`src/gpa_pkg.sv`:
```
/*
  gpa_pkg: constants used by the port A block; its pin synchroniser uses none of them.
  Assumes the oscillator mode code is a static configuration value.
*/
package gpa_pkg;

  localparam int unsigned PORT_W = 8;
  localparam int unsigned ASEL_W = 5;
  localparam int unsigned CMP_W  = 3;
  localparam int unsigned OSC_W  = 4;
  localparam int unsigned SYNC_STAGES = 3;

  // pin positions
  localparam int unsigned PIN_A2 = 2;
  localparam int unsigned PIN_A4 = 4;
  localparam int unsigned PIN_A5 = 5;
  localparam int unsigned PIN_A6 = 6;
  localparam int unsigned PIN_A7 = 7;

  // analog select field: bits 3:0 map to pins a3..a0, bit 4 to pin a5
  localparam int unsigned ASEL_A5_BIT = 4;

  // reset values
  localparam logic [7:0] DIR_RST  = 8'hFF;
  localparam logic [7:0] HOLD_RST = 8'h00;
  localparam logic [4:0] ASEL_RST = 5'h1F;
  localparam logic [2:0] CMP_RST  = 3'h7;
  localparam logic [2:0] CMP_OFF  = 3'h7;
  localparam logic [1:0] DIV_RST  = 2'h0;

  // main oscillator mode codes
  localparam logic [3:0] OSC_LP_MODE                    = 4'h0;
  localparam logic [3:0] OSC_XT_MODE                    = 4'h1;
  localparam logic [3:0] OSC_HS_MODE                    = 4'h2;
  localparam logic [3:0] OSC_HS_PLL_MODE                = 4'h3;
  localparam logic [3:0] OSC_RESISTOR_CAP_OSC_MODE      = 4'h4;
  localparam logic [3:0] OSC_RESISTOR_CAP_IO_MODE       = 4'h5;
  localparam logic [3:0] OSC_EXT_CLOCK_MODE             = 4'h6;
  localparam logic [3:0] OSC_EXT_CLOCK_IO_MODE          = 4'h7;
  localparam logic [3:0] OSC_INTERNAL_OSC_IO_MODE       = 4'h8;
  localparam logic [3:0] OSC_INTERNAL_OSC_CLOCKOUT_MODE = 4'h9;

  // pin a6 is general I/O
  function automatic logic a6_io(input logic [3:0] mode);
    return (mode == OSC_RESISTOR_CAP_IO_MODE) || (mode == OSC_INTERNAL_OSC_IO_MODE) ||
           (mode == OSC_EXT_CLOCK_IO_MODE);
  endfunction

  // pin a6 carries the cycle clock
  function automatic logic a6_cycle_clock_output(input logic [3:0] mode);
    return (mode == OSC_RESISTOR_CAP_OSC_MODE) || (mode == OSC_INTERNAL_OSC_CLOCKOUT_MODE) ||
           (mode == OSC_EXT_CLOCK_MODE);
  endfunction

  // pin a7 is general I/O only when no external oscillator uses it
  function automatic logic a7_io(input logic [3:0] mode);
    return (mode == OSC_INTERNAL_OSC_IO_MODE) || (mode == OSC_INTERNAL_OSC_CLOCKOUT_MODE);
  endfunction

endpackage

```
`src/gpa_pin_sync.sv`:
```
/*
  gpa_pin_sync: three-stage synchroniser with agreement filter per pin.
  Assumes pin levels are asynchronous to sys_clk_i.
*/
`timescale 1ns/1ps
module gpa_pin_sync #(
  parameter int unsigned WIDTH = 8
) (
  input  wire logic             sys_clk_i,
  input  wire logic             rst_b_i,
  input  wire logic [WIDTH-1:0] async_i,
  output logic      [WIDTH-1:0] level_o
);

  logic [WIDTH-1:0] meta_ff;
  logic [WIDTH-1:0] sync2_ff;
  logic [WIDTH-1:0] sync3_ff;
  logic [WIDTH-1:0] level_ff;

  // stage chain; first stage feeds only the second
  always_ff @(posedge sys_clk_i or negedge rst_b_i) begin
    if (!rst_b_i) begin
      meta_ff  <= '0;
      sync2_ff <= '0;
      sync3_ff <= '0;
    end else begin
      meta_ff  <= async_i;
      sync2_ff <= meta_ff;
      sync3_ff <= sync2_ff;
    end
  end

  // per-bit accept once stages two and three agree
  genvar gi;
  generate
    for (gi = 0; gi < WIDTH; gi++) begin : g_bit
      always_ff @(posedge sys_clk_i or negedge rst_b_i) begin
        if (!rst_b_i) begin
          level_ff[gi] <= 1'b0;
        end else if (sync2_ff[gi] == sync3_ff[gi]) begin
          level_ff[gi] <= sync3_ff[gi];
        end
      end
    end
  endgenerate

  assign level_o = level_ff;

endmodule // gpa_pin_sync

```
`src/gpa_port.sv`:
```
/*
  gpa_port: 8-bit bidirectional port A with direction, pin level and
  output hold registers, analog, comparator and oscillator pin sharing.
  Assumes software access arrives as same-clock write strobes, pins are
  resolved outside from pin_o / pin_oe_o, and osc_mode_i is static.
*/
`timescale 1ns/1ps
module gpa_port #(
  parameter int unsigned WIDTH = gpa_pkg::PORT_W
) (
  input  wire logic                       sys_clk_i,
  input  wire logic                       rst_b_i,
  // software register access
  input  wire logic [7:0]                 wdata_i,
  input  wire logic                       dir_wr_i,
  input  wire logic                       port_wr_i,
  input  wire logic                       hold_wr_i,
  input  wire logic                       asel_wr_i,
  input  wire logic                       cmp_wr_i,
  output logic      [7:0]                 port_a_direction_o,
  output logic      [7:0]                 port_a_pin_levels_o,
  output logic      [7:0]                 port_a_output_hold_o,
  output logic      [gpa_pkg::ASEL_W-1:0] analog_select_control_o,
  output logic      [gpa_pkg::CMP_W-1:0]  comparator_config_o,
  // configuration and sharing peripherals
  input  wire logic [gpa_pkg::OSC_W-1:0]  osc_mode_i,
  input  wire logic                       comparator1_output_i,
  input  wire logic                       comparator2_output_i,
  input  wire logic                       cmp1_route_i,
  input  wire logic                       cmp2_route_i,
  input  wire logic                       comparator_ref_output_en_i,
  output logic                            timer0_ext_clock_o,
  output logic                            slave_select_o,
  output logic      [5:0]                 analog_connect_o,
  // pins
  input  wire logic [WIDTH-1:0]           pin_i,
  output logic      [WIDTH-1:0]           pin_o,
  output logic      [WIDTH-1:0]           pin_oe_o
);

  logic [WIDTH-1:0]           dir_ff;
  logic [WIDTH-1:0]           hold_ff;
  logic [gpa_pkg::ASEL_W-1:0] asel_ff;
  logic [gpa_pkg::CMP_W-1:0]  cmp_ff;
  logic [1:0]                 div_ff;
  logic [WIDTH-1:0]           pin_o_ff;
  logic [WIDTH-1:0]           pin_oe_ff;
  logic [7:0]                 dir_rd_ff;
  logic [7:0]                 lvl_rd_ff;
  logic [7:0]                 hold_rd_ff;
  logic                       t0_ff;
  logic                       ss_ff;
  logic [WIDTH-1:0]           sync_lvl;
  logic [WIDTH-1:0]           analog_en;
  logic [WIDTH-1:0]           port_pin;
  logic [WIDTH-1:0]           din_en;
  logic [WIDTH-1:0]           nxt_pin_o;
  logic [WIDTH-1:0]           nxt_pin_oe;
  logic                       cmp_on;
  logic                       a6_gpio;
  logic                       a6_clk;
  logic                       a7_gpio;
  logic                       clk_out;

  // oscillator mode decode
  assign a6_gpio = gpa_pkg::a6_io(osc_mode_i);
  assign a6_clk  = gpa_pkg::a6_cycle_clock_output(osc_mode_i);
  assign a7_gpio = gpa_pkg::a7_io(osc_mode_i);
  assign cmp_on  = (cmp_ff != gpa_pkg::CMP_OFF);
  assign clk_out = div_ff[1];

  // direction register
  always_ff @(posedge sys_clk_i or negedge rst_b_i) begin
    if (!rst_b_i) begin
      dir_ff <= gpa_pkg::DIR_RST;
    end else if (dir_wr_i) begin
      dir_ff <= wdata_i[WIDTH-1:0];
    end
  end

  // output hold register, written through either register
  always_ff @(posedge sys_clk_i or negedge rst_b_i) begin
    if (!rst_b_i) begin
      hold_ff <= gpa_pkg::HOLD_RST;
    end else if (port_wr_i || hold_wr_i) begin
      hold_ff <= wdata_i[WIDTH-1:0];
    end
  end

  // analog select control
  always_ff @(posedge sys_clk_i or negedge rst_b_i) begin
    if (!rst_b_i) begin
      asel_ff <= gpa_pkg::ASEL_RST;
    end else if (asel_wr_i) begin
      asel_ff <= wdata_i[gpa_pkg::ASEL_W-1:0];
    end
  end

  // comparator configuration
  always_ff @(posedge sys_clk_i or negedge rst_b_i) begin
    if (!rst_b_i) begin
      cmp_ff <= gpa_pkg::CMP_RST;
    end else if (cmp_wr_i) begin
      cmp_ff <= wdata_i[gpa_pkg::CMP_W-1:0];
    end
  end

  // cycle clock divider, quarter of the system clock
  always_ff @(posedge sys_clk_i or negedge rst_b_i) begin
    if (!rst_b_i) begin
      div_ff <= gpa_pkg::DIV_RST;
    end else begin
      div_ff <= div_ff + 2'h1;
    end
  end

  // analog use per pin; comparators also claim a0 to a3
  always_comb begin
    analog_en = '0;
    analog_en[3:0] = asel_ff[3:0] | {4{cmp_on}};
    analog_en[gpa_pkg::PIN_A5] = asel_ff[gpa_pkg::ASEL_A5_BIT];
    analog_en[gpa_pkg::PIN_A2] = analog_en[gpa_pkg::PIN_A2] | comparator_ref_output_en_i;
  end

  // pins that belong to the port at all
  always_comb begin
    port_pin = '1;
    port_pin[gpa_pkg::PIN_A6] = a6_gpio;
    port_pin[gpa_pkg::PIN_A7] = a7_gpio;
    port_pin[gpa_pkg::PIN_A2] = !comparator_ref_output_en_i;
  end

  assign din_en = port_pin & ~analog_en;

  gpa_pin_sync #(
    .WIDTH (WIDTH)
  ) u_sync (
    .sys_clk_i (sys_clk_i),
    .rst_b_i   (rst_b_i),
    .async_i   (pin_i),
    .level_o   (sync_lvl)
  );

  // per-pin driver selection
  genvar gi;
  generate
    for (gi = 0; gi < WIDTH; gi++) begin : g_pin
      always_comb begin
        nxt_pin_oe[gi] = port_pin[gi] & ~dir_ff[gi];
        nxt_pin_o[gi]  = hold_ff[gi] & nxt_pin_oe[gi];
        if (gi == gpa_pkg::PIN_A4 && cmp1_route_i && !dir_ff[gi]) begin
          nxt_pin_o[gi] = comparator1_output_i;
        end else if (gi == gpa_pkg::PIN_A5 && cmp2_route_i && !dir_ff[gi]) begin
          nxt_pin_o[gi] = comparator2_output_i;
        end else if (gi == gpa_pkg::PIN_A6 && a6_clk) begin
          nxt_pin_oe[gi] = 1'b1;
          nxt_pin_o[gi]  = clk_out;
        end
      end
    end
  endgenerate

  // registered pin drive
  always_ff @(posedge sys_clk_i or negedge rst_b_i) begin
    if (!rst_b_i) begin
      pin_o_ff  <= '0;
      pin_oe_ff <= '0;
    end else begin
      pin_o_ff  <= nxt_pin_o;
      pin_oe_ff <= nxt_pin_oe;
    end
  end

  // register read values; non-port a6, a7 read zero
  always_ff @(posedge sys_clk_i or negedge rst_b_i) begin
    if (!rst_b_i) begin
      dir_rd_ff  <= '0;
      lvl_rd_ff  <= '0;
      hold_rd_ff <= '0;
    end else begin
      dir_rd_ff  <= dir_ff & {2'h3 & {port_pin[7], port_pin[6]}, 6'h3F};
      lvl_rd_ff  <= sync_lvl & din_en;
      hold_rd_ff <= hold_ff & {port_pin[7], port_pin[6], 6'h3F};
    end
  end

  // shared digital inputs: timer0 clock on a4, slave select on a5
  always_ff @(posedge sys_clk_i or negedge rst_b_i) begin
    if (!rst_b_i) begin
      t0_ff <= 1'b0;
      ss_ff <= 1'b0;
    end else begin
      t0_ff <= sync_lvl[gpa_pkg::PIN_A4];
      ss_ff <= sync_lvl[gpa_pkg::PIN_A5];
    end
  end

  assign pin_o                   = pin_o_ff;
  assign pin_oe_o                = pin_oe_ff;
  assign port_a_direction_o      = dir_rd_ff;
  assign port_a_pin_levels_o     = lvl_rd_ff;
  assign port_a_output_hold_o    = hold_rd_ff;
  assign analog_select_control_o = asel_ff;
  assign comparator_config_o     = cmp_ff;
  assign timer0_ext_clock_o      = t0_ff;
  assign slave_select_o          = ss_ff;
  assign analog_connect_o        = analog_en[5:0];
endmodule // gpa_port

```
`config.mk`:
```
export PLATFORM = sky130hd
export DESIGN_NAME = gpa_port
export DESIGN_NICKNAME = d
export VERILOG_FILES = /design/src/gpa_pkg.sv /design/src/gpa_pin_sync.sv /design/src/gpa_port.sv
export SDC_FILE = /design/constraint.sdc
export NUM_CORES = 1
export LEC_CHECK = 0
export ABC_CLOCK_PERIOD_IN_PS = 1310
export BUFFER_PORTS_ARGS = -buffer_cell sky130_fd_sc_hd__buf_2
export CAP_MARGIN = 5
export CORE_AREA = 2 2 91 93
export DETAILED_ROUTE_END_ITERATION = 8
export DIE_AREA = 0 0 93 95
export HOLD_SLACK_MARGIN = 0.03
export PLACE_DENSITY = 0.76
export SLEW_MARGIN = 20
export SYNTH_ARGS = -nofsm -noshare
export SYNTH_HDL_FRONTEND = slang
export SYNTH_SLANG_ARGS = --single-unit
```
`constraint.sdc`:
```
create_clock -name sys_clk_i -period 1.31 [get_ports sys_clk_i]
set_input_delay 0.262 -clock sys_clk_i [delete_from_list [all_inputs] [get_ports sys_clk_i]]
set_output_delay 0.262 -clock sys_clk_i [all_outputs]
set_load 0.02 [all_outputs]
```
Word-level counts from Yosys, hierarchy flattened
Index checks and enable logic that the tools add are counted.
{"block": "word_totals", "register_bits": 100, "out_inout_bits": 56}
{"block": "op_classes", "n_addsub": 1, "n_eq_ne": 15, "muxes": 4, "bitwise_logic": 26, "reduce_logical": 11}
{"op": "AND 8 bit", "count": 4}
{"op": "equality test 4 x 3 -> 1 bit, second input constant", "count": 4}
{"op": "AND 1 bit", "count": 11}
{"op": "equality test 1 bit", "count": 8}
{"op": "equality test 4 bit, second input constant", "count": 2}
{"op": "NOT 1 bit", "count": 8}
{"op": "NOT 6 -> 8 bit", "count": 1}
{"op": "logical OR 1 bit", "count": 6}
{"op": "2-to-1 mux 1 bit", "count": 4}
{"op": "bitwise OR 4 bit", "count": 1}
{"op": "logical NOT 1 bit", "count": 3}
{"op": "inequality test 3 bit, second input constant", "count": 1}
{"op": "adder 2 x 1 -> 2 bit, second input constant", "count": 1}
{"op": "logical AND 1 bit", "count": 2}
{"op": "bitwise OR 1 bit", "count": 1}

Longest topological paths before layout
Gate-level depths: netlist (run 1).
{"block": "logic_depth", "word_depth": 6, "mapped_depth": 3, "depth_no_buf": 3}

By module
A second synthesis (run 1) with hierarchy kept.
{"block": "unflattened", "hier_cells": 192, "area_unflattened_um2": 3179.3}
{"mod": "gpa_port", "instances": 1, "cells_per_inst": 152, "area_each_um2": 2288.4}
{"mod": "gpa_pin_sync", "instances": 1, "cells_per_inst": 40, "area_each_um2": 890.9}

Worst setup path after synthesis (run 1)
OpenSTA, ideal clock, no wires.
{"block": "synth_timing", "path_kind": "register to output", "start": "register cmp_ff, in the netlist comparator_config_o[2]", "end": "output analog_connect_o[2]", "t_arrival_ps": 1110, "path_slack_ps": -62, "stages_incl_launch_ff": 3, "path_cell_list": "dfstp_2 nand3_1 or3_1"}
{"block": "synth_via", "elab_chain_cells": 3}
{"element": "start, declared", "line_no": "gpa_port.sv:44", "rtl": "logic [gpa_pkg::CMP_W-1:0] cmp_ff;"}
{"element": "start signal, assigned", "line_no": "gpa_port.sv:102", "rtl": "cmp_ff <= gpa_pkg::CMP_RST;"}
{"element": "start signal, assigned", "line_no": "gpa_port.sv:104", "rtl": "cmp_ff <= wdata_i[gpa_pkg::CMP_W-1:0];"}
{"element": "inequality test 3 bit", "line_no": "gpa_port.sv:69", "rtl": "assign cmp_on = (cmp_ff != gpa_pkg::CMP_OFF);"}
{"element": "bitwise OR 4 bit", "line_no": "gpa_port.sv:120", "rtl": "analog_en[3:0] = asel_ff[3:0] | {4{cmp_on}};"}
{"element": "bitwise OR 1 bit", "line_no": "gpa_port.sv:122", "rtl": "analog_en[gpa_pkg::PIN_A2] = analog_en[gpa_pkg::PIN_A2] | comparator_ref_output_en_i;"}
{"element": "end, declared", "line_no": "gpa_port.sv:34", "rtl": "output logic [5:0] analog_connect_o,"}
Every way passes these cells.

Worst setup path after layout (run 1)
{"block": "layout_timing", "start": "register cmp_ff, in the netlist comparator_config_o[0]", "end": "output analog_connect_o[2]"}
The elaborated chain is that of the path after synthesis.

==> results.py, run 1 <==
metrics = {
    "status": {
        "status": "finished with violations",
        "violations": "setup timing",
    },
    "route": {
        "wl_um": 5590,
        "dr.pass1.iters": 4,
        "drt_iter0_markers": 42,
        "ant_nets": 0,
        "viasPerCell": 4.43,
        "dr_total_vias": 1828,
        "route.detailed.drc": 0,
        "routedWlPerCell_um": 13.5,
    },
    "place": {
        "gp_congestion": 0.714,
        "hpwl_um": 3890,
        "io_buffers": 86,
        "pre_cts_slack_ps": -185,
    },
    "final_layout": {
        "diodes": 0,
        "layout-drive-gt1-share_pct": 50.3,
        "ff_latch_area_um2": 2500,
        "multi_input_area_um2": 626,
        "fill_cells": 705,
        "final_nets": 335,
        "area_delta_synth_final_pct": 32.9,
    },
    "timing": {
        "fmax_mhz": 569,
        "fin_crit_ps": 1760,
        "setup_ws_ps": -448,
        "hold_violations": 0,
        "finalCritPeriodShare_pct": 134,
        "drv_slew": 0,
        "grt_setup_unrepaired": "true",
        "fin_worst_skew_ps": 11.7,
        "setup_viol": 9,
    },
    "die": {
        "fp.coreArea_um2": 7930,
        "io_pins": 88,
        "start_util_pct": 40.0,
        "die_area_um2": 8840,
        "die_x_um": 93,
        "num_rows": 33,
        "die_h_um": 95,
    },
    "logic_synthesis": {
        "yosys.area.top_type": "dfrtp_1",
        "synthCells": 192,
        "synthTopCellsByCount": "83 x dfrtp_1, 19 x mux2_2, 16 x dfstp_2",
        "syn_nets": 224,
        "synth_area_leaders": "dfrtp_1 66%, dfstp_2 13%, mux2_2 6.8%, maj3_1 2.5%, nor2b_1 1.6%",
        "synth_most_common_cell": "dfrtp_1",
        "synth_warnings": 0,
        "synth_edf_count": 0,
        "ys.flop_type": "dfrtp_1",
        "ys_async_sr_fraction_pct": 100,
        "avgSynthCellArea_um2": 16.5,
        "ys_seq_elements": 99,
        "syn-cell-area_um2": 3170,
        "synth_top_area_share_pct": 65.5,
        "ys_seq_area_share_pct": 78.8,
        "synth_cell_types": 27,
    },
    "critical_path": {
        "crit_type": "flop to output port",
        "r2r_start": "comparator_config_o[0]$_DFFE_PN1P_",
        "reg2reg_to": "port_a_pin_levels_o[2]$_DFF_PN0_",
        "critPathRequiredTime_ps": 1050,
        "r2r_cells": 3,
        "cp-start-kind": "flop",
        "arrival_ps": 1500,
        "r2r_setup_slack_ps": 150,
        "end_kind": "output port",
        "critPathMaxFanout": 4,
    },
    "power_and_ir_drop": {
        "p_sw_uw": 1500,
        "swShare_pct": 24.5,
        "clockPowerShare_pct": 32.4,
        "power.density_nw_per_um2": 1450,
        "power.leakage_uw": 0.00203,
        "intPower_uw": 4630,
        "p_comb_share_pct": 11.9,
        "ir_drop_v": 0.000764,
        "seqPwrFrac_pct": 55.8,
        "total_power_uw": 6130,
    },
    "grt": {
        "busiest_layer": "met2",
        "grt_pass1_vias": 1930,
        "gr-usage-all-layers_pct": 13.7,
        "antenna_found_initial": 0,
        "grt_start_max_net_pins": 51,
        "grt_pass1_wl_um": 8980,
        "met3_usage_pct": 3.91,
        "globalRoute.totalOverflow": 0,
        "met1_usage_pct": 15.5,
        "grt_util_met2_pct": 23.4,
    },
    "clock_network": {
        "clock-root-buffer": "clkbuf_8",
        "clkLatencyLatePin_ps": 350,
        "cts.clk_slew.worst_paths_ps": 100,
        "cts_made_buffers": 9,
        "clock_sinks": 99,
        "cts_htree_levels": 3,
        "cts_buffer_depth": 2,
        "cts_tree": "done",
    },
    "min_path": {
        "min-delay-start": "comparator_ref_output_en_i",
        "worst_hold_path_type": "primary input to flop",
        "holdPathEnd": "pin_oe_o[2]$_DFF_PN0_",
        "hold_depth": 2,
    },
    "run": {
        "cap_violations": 0,
    },
}
## power groups by stage
stage | sequential (uW) | combinational [uW] | clock (uW)
floorplan | 3610 | 184 | 0
global placement | 3460 | 625 | 0
detailed placement | 3470 | 641 | 0
CTS | 3430 | 732 | 2060
global route | 3450 | 792 | 2180
finish | 3420 | 726 | 1980
## sequential cells by signal, summed over array words and instances, names as in the netlist, 3 cells and up
signal / count
u_sync.meta_ff: 8
u_sync.sync3_ff: 8
analog_select_control_o: 5
u_sync.level_o: 8
port_a_direction_o: 8
port_a_pin_levels_o: 8
pin_o: 8
dir_ff: 8
pin_oe_o: 8
comparator_config_o: 3
u_sync.sync2_ff: 8
hold_ff: 8
port_a_output_hold_o: 8
## worst max-delay path, cell delays in order (launching register included)
cell,delay [ps]
dfstp_2,570
nand3_4,90
or3_4,340
buf_6,140
## cell usage in the layout (no fill, tap or decap)
cell type,n
nand3_4,1
mux2_2,19
dfrtp_1,83
buf_12,2
clkinv_4,1
conb_1,1
or3_4,1
o21ai_1,2
nor2_1,7
nor3b_2,1
dlygate4sd3_1,9
clkinvlp_4,3
and2_1,5
buf_4,5
nor2_4,1
mux2i_1,3
nor2b_1,8
nor2_2,1
dfstp_2,16
buf_6,16
bufinv_16,1
inv_1,10
nand2_1,7
maj3_1,8
or3b_1,1
or2_2,3
o21ai_0,5
a31oi_1,1
nand2b_1,1
and4bb_1,1
xor2_1,1
clkbuf_8,11
and2b_2,1
buf_2,72
## layer usage
layer / vias to the layer above / part of all wire [%]
li1: 844 / -
met1: 917 / 39
met2: 57 / 53
met3: 10 / 6.0
met4: 0 / 1.8
met5: - / 0
## cells by family (layout without fill, tap and decap cells)
logic type / count (synthesis) / in the layout / share of synthesized area [%]
flip-flops: 99 / 99 / 78.8
multiplexers: 22 / 22 / 7.70
AND/OR/NAND/NOR: 39 / 39 / 7.26
adder cells (fa/ha/maj): 8 / 8 / 2.53
AO/OA/AOI/OAI: 8 / 8 / 1.30
buffers and inverters: 14 / 130 / 2.01
other: 1 / 1 / 0.118
XOR/XNOR: 1 / 1 / 0.276
## through the flow
step,area (um2),TNS (ps),cells,hold WS [ps],utilization [%]
after floorplan,3170,-20.0,192,-33.6,-
after global placement,3770,-479,383,270,47.5
after detailed placement,3770,-608,383,279,47.5
after CTS,4200,-2350,412,72.1,53.0
after global routing,4210,-2780,413,93.1,53.1
final,4210,-2160,413,89.6,53.1
## layout make-up
cell class                 count  area share (%)
sequential                    99            59.3
timing repair buffer         104            16.8
multi-input combinational     79            14.9
clock buffer                  11            3.59
tap                          105            3.12
clock inverter                 5            1.46
inverter                      10           0.891
## how the worst max path moves through the flow
stage                                             from                  end  depth (start not counted)
floorplan           comparator_config_o[2]$_DFFE_PN1P_  analog_connect_o[2]                          2
global placement    comparator_config_o[2]$_DFFE_PN1P_  analog_connect_o[2]                          3
detailed placement  comparator_config_o[2]$_DFFE_PN1P_  analog_connect_o[2]                          3
CTS                 comparator_config_o[0]$_DFFE_PN1P_  analog_connect_o[2]                          3
global route        comparator_config_o[0]$_DFFE_PN1P_  analog_connect_o[2]                          3
finish              comparator_config_o[0]$_DFFE_PN1P_  analog_connect_o[2]                          3
## timing repair
item,in CTS,in global routing
setup buffers,4,2
pin swaps,1,0
hold buffers,9,0
gates resized for setup,30,2
endpoints found under the setup margin,13,13
hold endpoints to repair,91,0
Note: power is estimated with default switching activity, not from simulation.
==> run 2: changes to the inputs <==
Settings changed: CTS_BUF_LIST set to sky130_fd_sc_hd__clkbuf_16, TNS_END_PERCENT set to 100.
==> run 2 against run 1 <==
Net effect: clock-buffer cell count is 2 lower; register-to-register slack is essentially flat; the run still ends with setup timing left; total power rose by 8.4%; critical endpoint unchanged; highest routed layer unchanged; non-clock buffer count fell by 5; fmax rose by 1.9%.
==> results.py, run 2 (synthesis results as in run 1) <==
metrics = {
    "power_and_ir_drop": {
        "clockPowerShare_pct": 38.0,
        "intPower_uw": 5090,
        "swShare_pct": 23.4,
        "p_sw_uw": 1560,
        "ir_drop_v": 0.000748,
        "power.leakage_uw": 0.00203,
        "seqPwrFrac_pct": 51.5,
        "power.density_nw_per_um2": 1570,
        "p_comb_share_pct": 10.4,
    },
    "clock_network": {
        "clkLatencyLatePin_ps": 330,
        "cts_buffer_depth": 2,
        "clock-root-buffer": "clkbuf_16",
        "cts_htree_levels": 3,
        "cts_tree": "done",
        "clock_sinks": 99,
        "cts_made_buffers": 9,
        "cts.clk_slew.worst_paths_ps": 70,
    },
    "critical_path": {
        "crit_type": "flop to output port",
        "critPathRequiredTime_ps": 1050,
        "critPathMaxFanout": 4,
        "cp-start-kind": "flop",
        "end_kind": "output port",
        "r2r_setup_slack_ps": 160,
        "arrival_ps": 1460,
    },
    "grt": {
        "busiest_layer": "met2",
        "met3_usage_pct": 4.55,
        "grt_pass1_wl_um": 8800,
        "met1_usage_pct": 15.3,
        "grt_start_max_net_pins": 51,
        "grt_pass1_vias": 1836,
        "gr-usage-all-layers_pct": 13.5,
        "globalRoute.totalOverflow": 0,
        "grt_util_met2_pct": 23.0,
        "antenna_found_initial": 0,
    },
    "timing": {
        "setup_ws_ps": -416,
        "drv_slew": 0,
        "fmax_mhz": 579,
        "grt_setup_unrepaired": "true",
        "setup_viol": 8,
        "fin_worst_skew_ps": 8.64,
        "fin_crit_ps": 1730,
        "hold_violations": 0,
        "finalCritPeriodShare_pct": 132,
    },
    "die": {
        "die_area_um2": 8840,
        "die_h_um": 95,
        "start_util_pct": 40.0,
        "die_x_um": 93,
        "fp.coreArea_um2": 7930,
        "num_rows": 33,
        "io_pins": 88,
    },
    "route": {
        "drt_iter0_markers": 31,
        "routedWlPerCell_um": 13.5,
        "wl_um": 5530,
        "dr_total_vias": 1813,
        "route.detailed.drc": 0,
        "viasPerCell": 4.44,
        "ant_nets": 0,
        "dr.pass1.iters": 4,
    },
    "min_path": {
        "worst_hold_path_type": "primary input to flop",
    },
    "run": {
        "cap_violations": 0,
    },
    "place": {
        "io_buffers": 86,
        "gp_congestion": 0.714,
        "hpwl_um": 3890,
        "placed_cells": 383,
    },
    "final_layout": {
        "layout_common_cells": "83 x dfrtp_1, 73 x buf_2, 19 x mux2_2",
        "fin_util_pct": 53.4,
        "ff_latch_area_um2": 2500,
        "final_nets": 330,
        "layout_commonest_cell": "dfrtp_1",
        "stdcell_count": 408,
        "area_delta_synth_final_pct": 33.5,
        "fill_cells": 705,
        "multi_input_area_um2": 626,
        "diodes": 0,
        "layout-drive-gt1-share_pct": 49.5,
    },
    "status": {
        "violations": "setup timing",
        "status": "finished with violations",
    },
}
## run 2: changes by cell type in the layout (fill, tap and decap cells not counted), sizes merged
cell | previous run | this run
clkinv | 1 | 3
dlygate4sd3 | 9 | 7
clkbuf | 11 | 9
buf | 95 | 92
## run 2: what timing repair did
item                                    CTS  global route
resized for setup                        18             7
endpoints found under the hold margin    88             1
pin swaps                                 1             0
setup buffers                             1             1
endpoints found under the setup margin   10            13
hold buffers                              6             1
## run 2: final cells by class
class                   instances  share of cell area [%]
clock buffers                   9                    5.32
clock inverters                 7                    1.63
inverters                      10                   0.887
multi-input cells              79                    14.8
flip-flops and latches         99                    59.0
well taps                     105                    3.11
repair buffers                 99                    15.2
## run 2: worst paths after layout
| check | cells past startpoint | from | endpoint |
|---|---|---|---|
| max in group asynchronous | 3 | rst_b_i | dir_ff[2]$_DFFE_PN1P_ |
| max | 3 | comparator_config_o[0]$_DFFE_PN1P_ | analog_connect_o[2] |
| min reg2reg | 0 | u_sync.meta_ff[1]$_DFF_PN0_ | u_sync.sync2_ff[1]$_DFF_PN0_ |
| min in group asynchronous | 3 | rst_b_i | u_sync.meta_ff[6]$_DFF_PN0_ |
| min | 1 | pin_i[7] | u_sync.meta_ff[7]$_DFF_PN0_ |
| max reg2reg | 3 | comparator_config_o[0]$_DFFE_PN1P_ | port_a_pin_levels_o[2]$_DFF_PN0_ |
## run 2: stage by stage
| stage | total power [uW] | hold slack [ps] | setup TNS (ps) | instance area, um2 | worst slack (ps) |
|---|---|---|---|---|---|
| 6_report | 6640 | 50.2 | -1780 | 4230 | -416 |
| 5_1_grt | 6940 | 39.2 | -2140 | 4230 | -471 |
| 4_1_cts | 6720 | 31.8 | -1880 | 4190 | -437 |
| 3_5_place_dp | 4120 | 279 | -608 | 3770 | -185 |
| 3_3_place_gp | 4090 | 270 | -479 | 3770 | -158 |
| 2_1_floorplan | 3790 | -33.6 | -20.0 | 3170 | -20.0 |
## run 2: worst max-delay path, cell delays in order (launching register included)
cell and delay (ps):
dfstp_2 560, nand3_4 100, or3_4 340, buf_6 140
## run 2: power by group through the flow
| stage | combinational (uW) | clock, uW | sequential, uW |
|---|---|---|---|
| 6_report | 694 | 2530 | 3420 |
| 2_1_floorplan | 184 | 0 | 3610 |
| 4_1_cts | 687 | 2600 | 3430 |
| 3_3_place_gp | 625 | 0 | 3460 |
| 3_5_place_dp | 641 | 0 | 3470 |
| 5_1_grt | 758 | 2730 | 3450 |
## run 2: metal layers
layer  vias to the layer above  wire length [um]
li1                        837                 -
met1                       919              2200
met2                        50              2960
met3                         7               293
met4                         0                74
met5                         -                 0
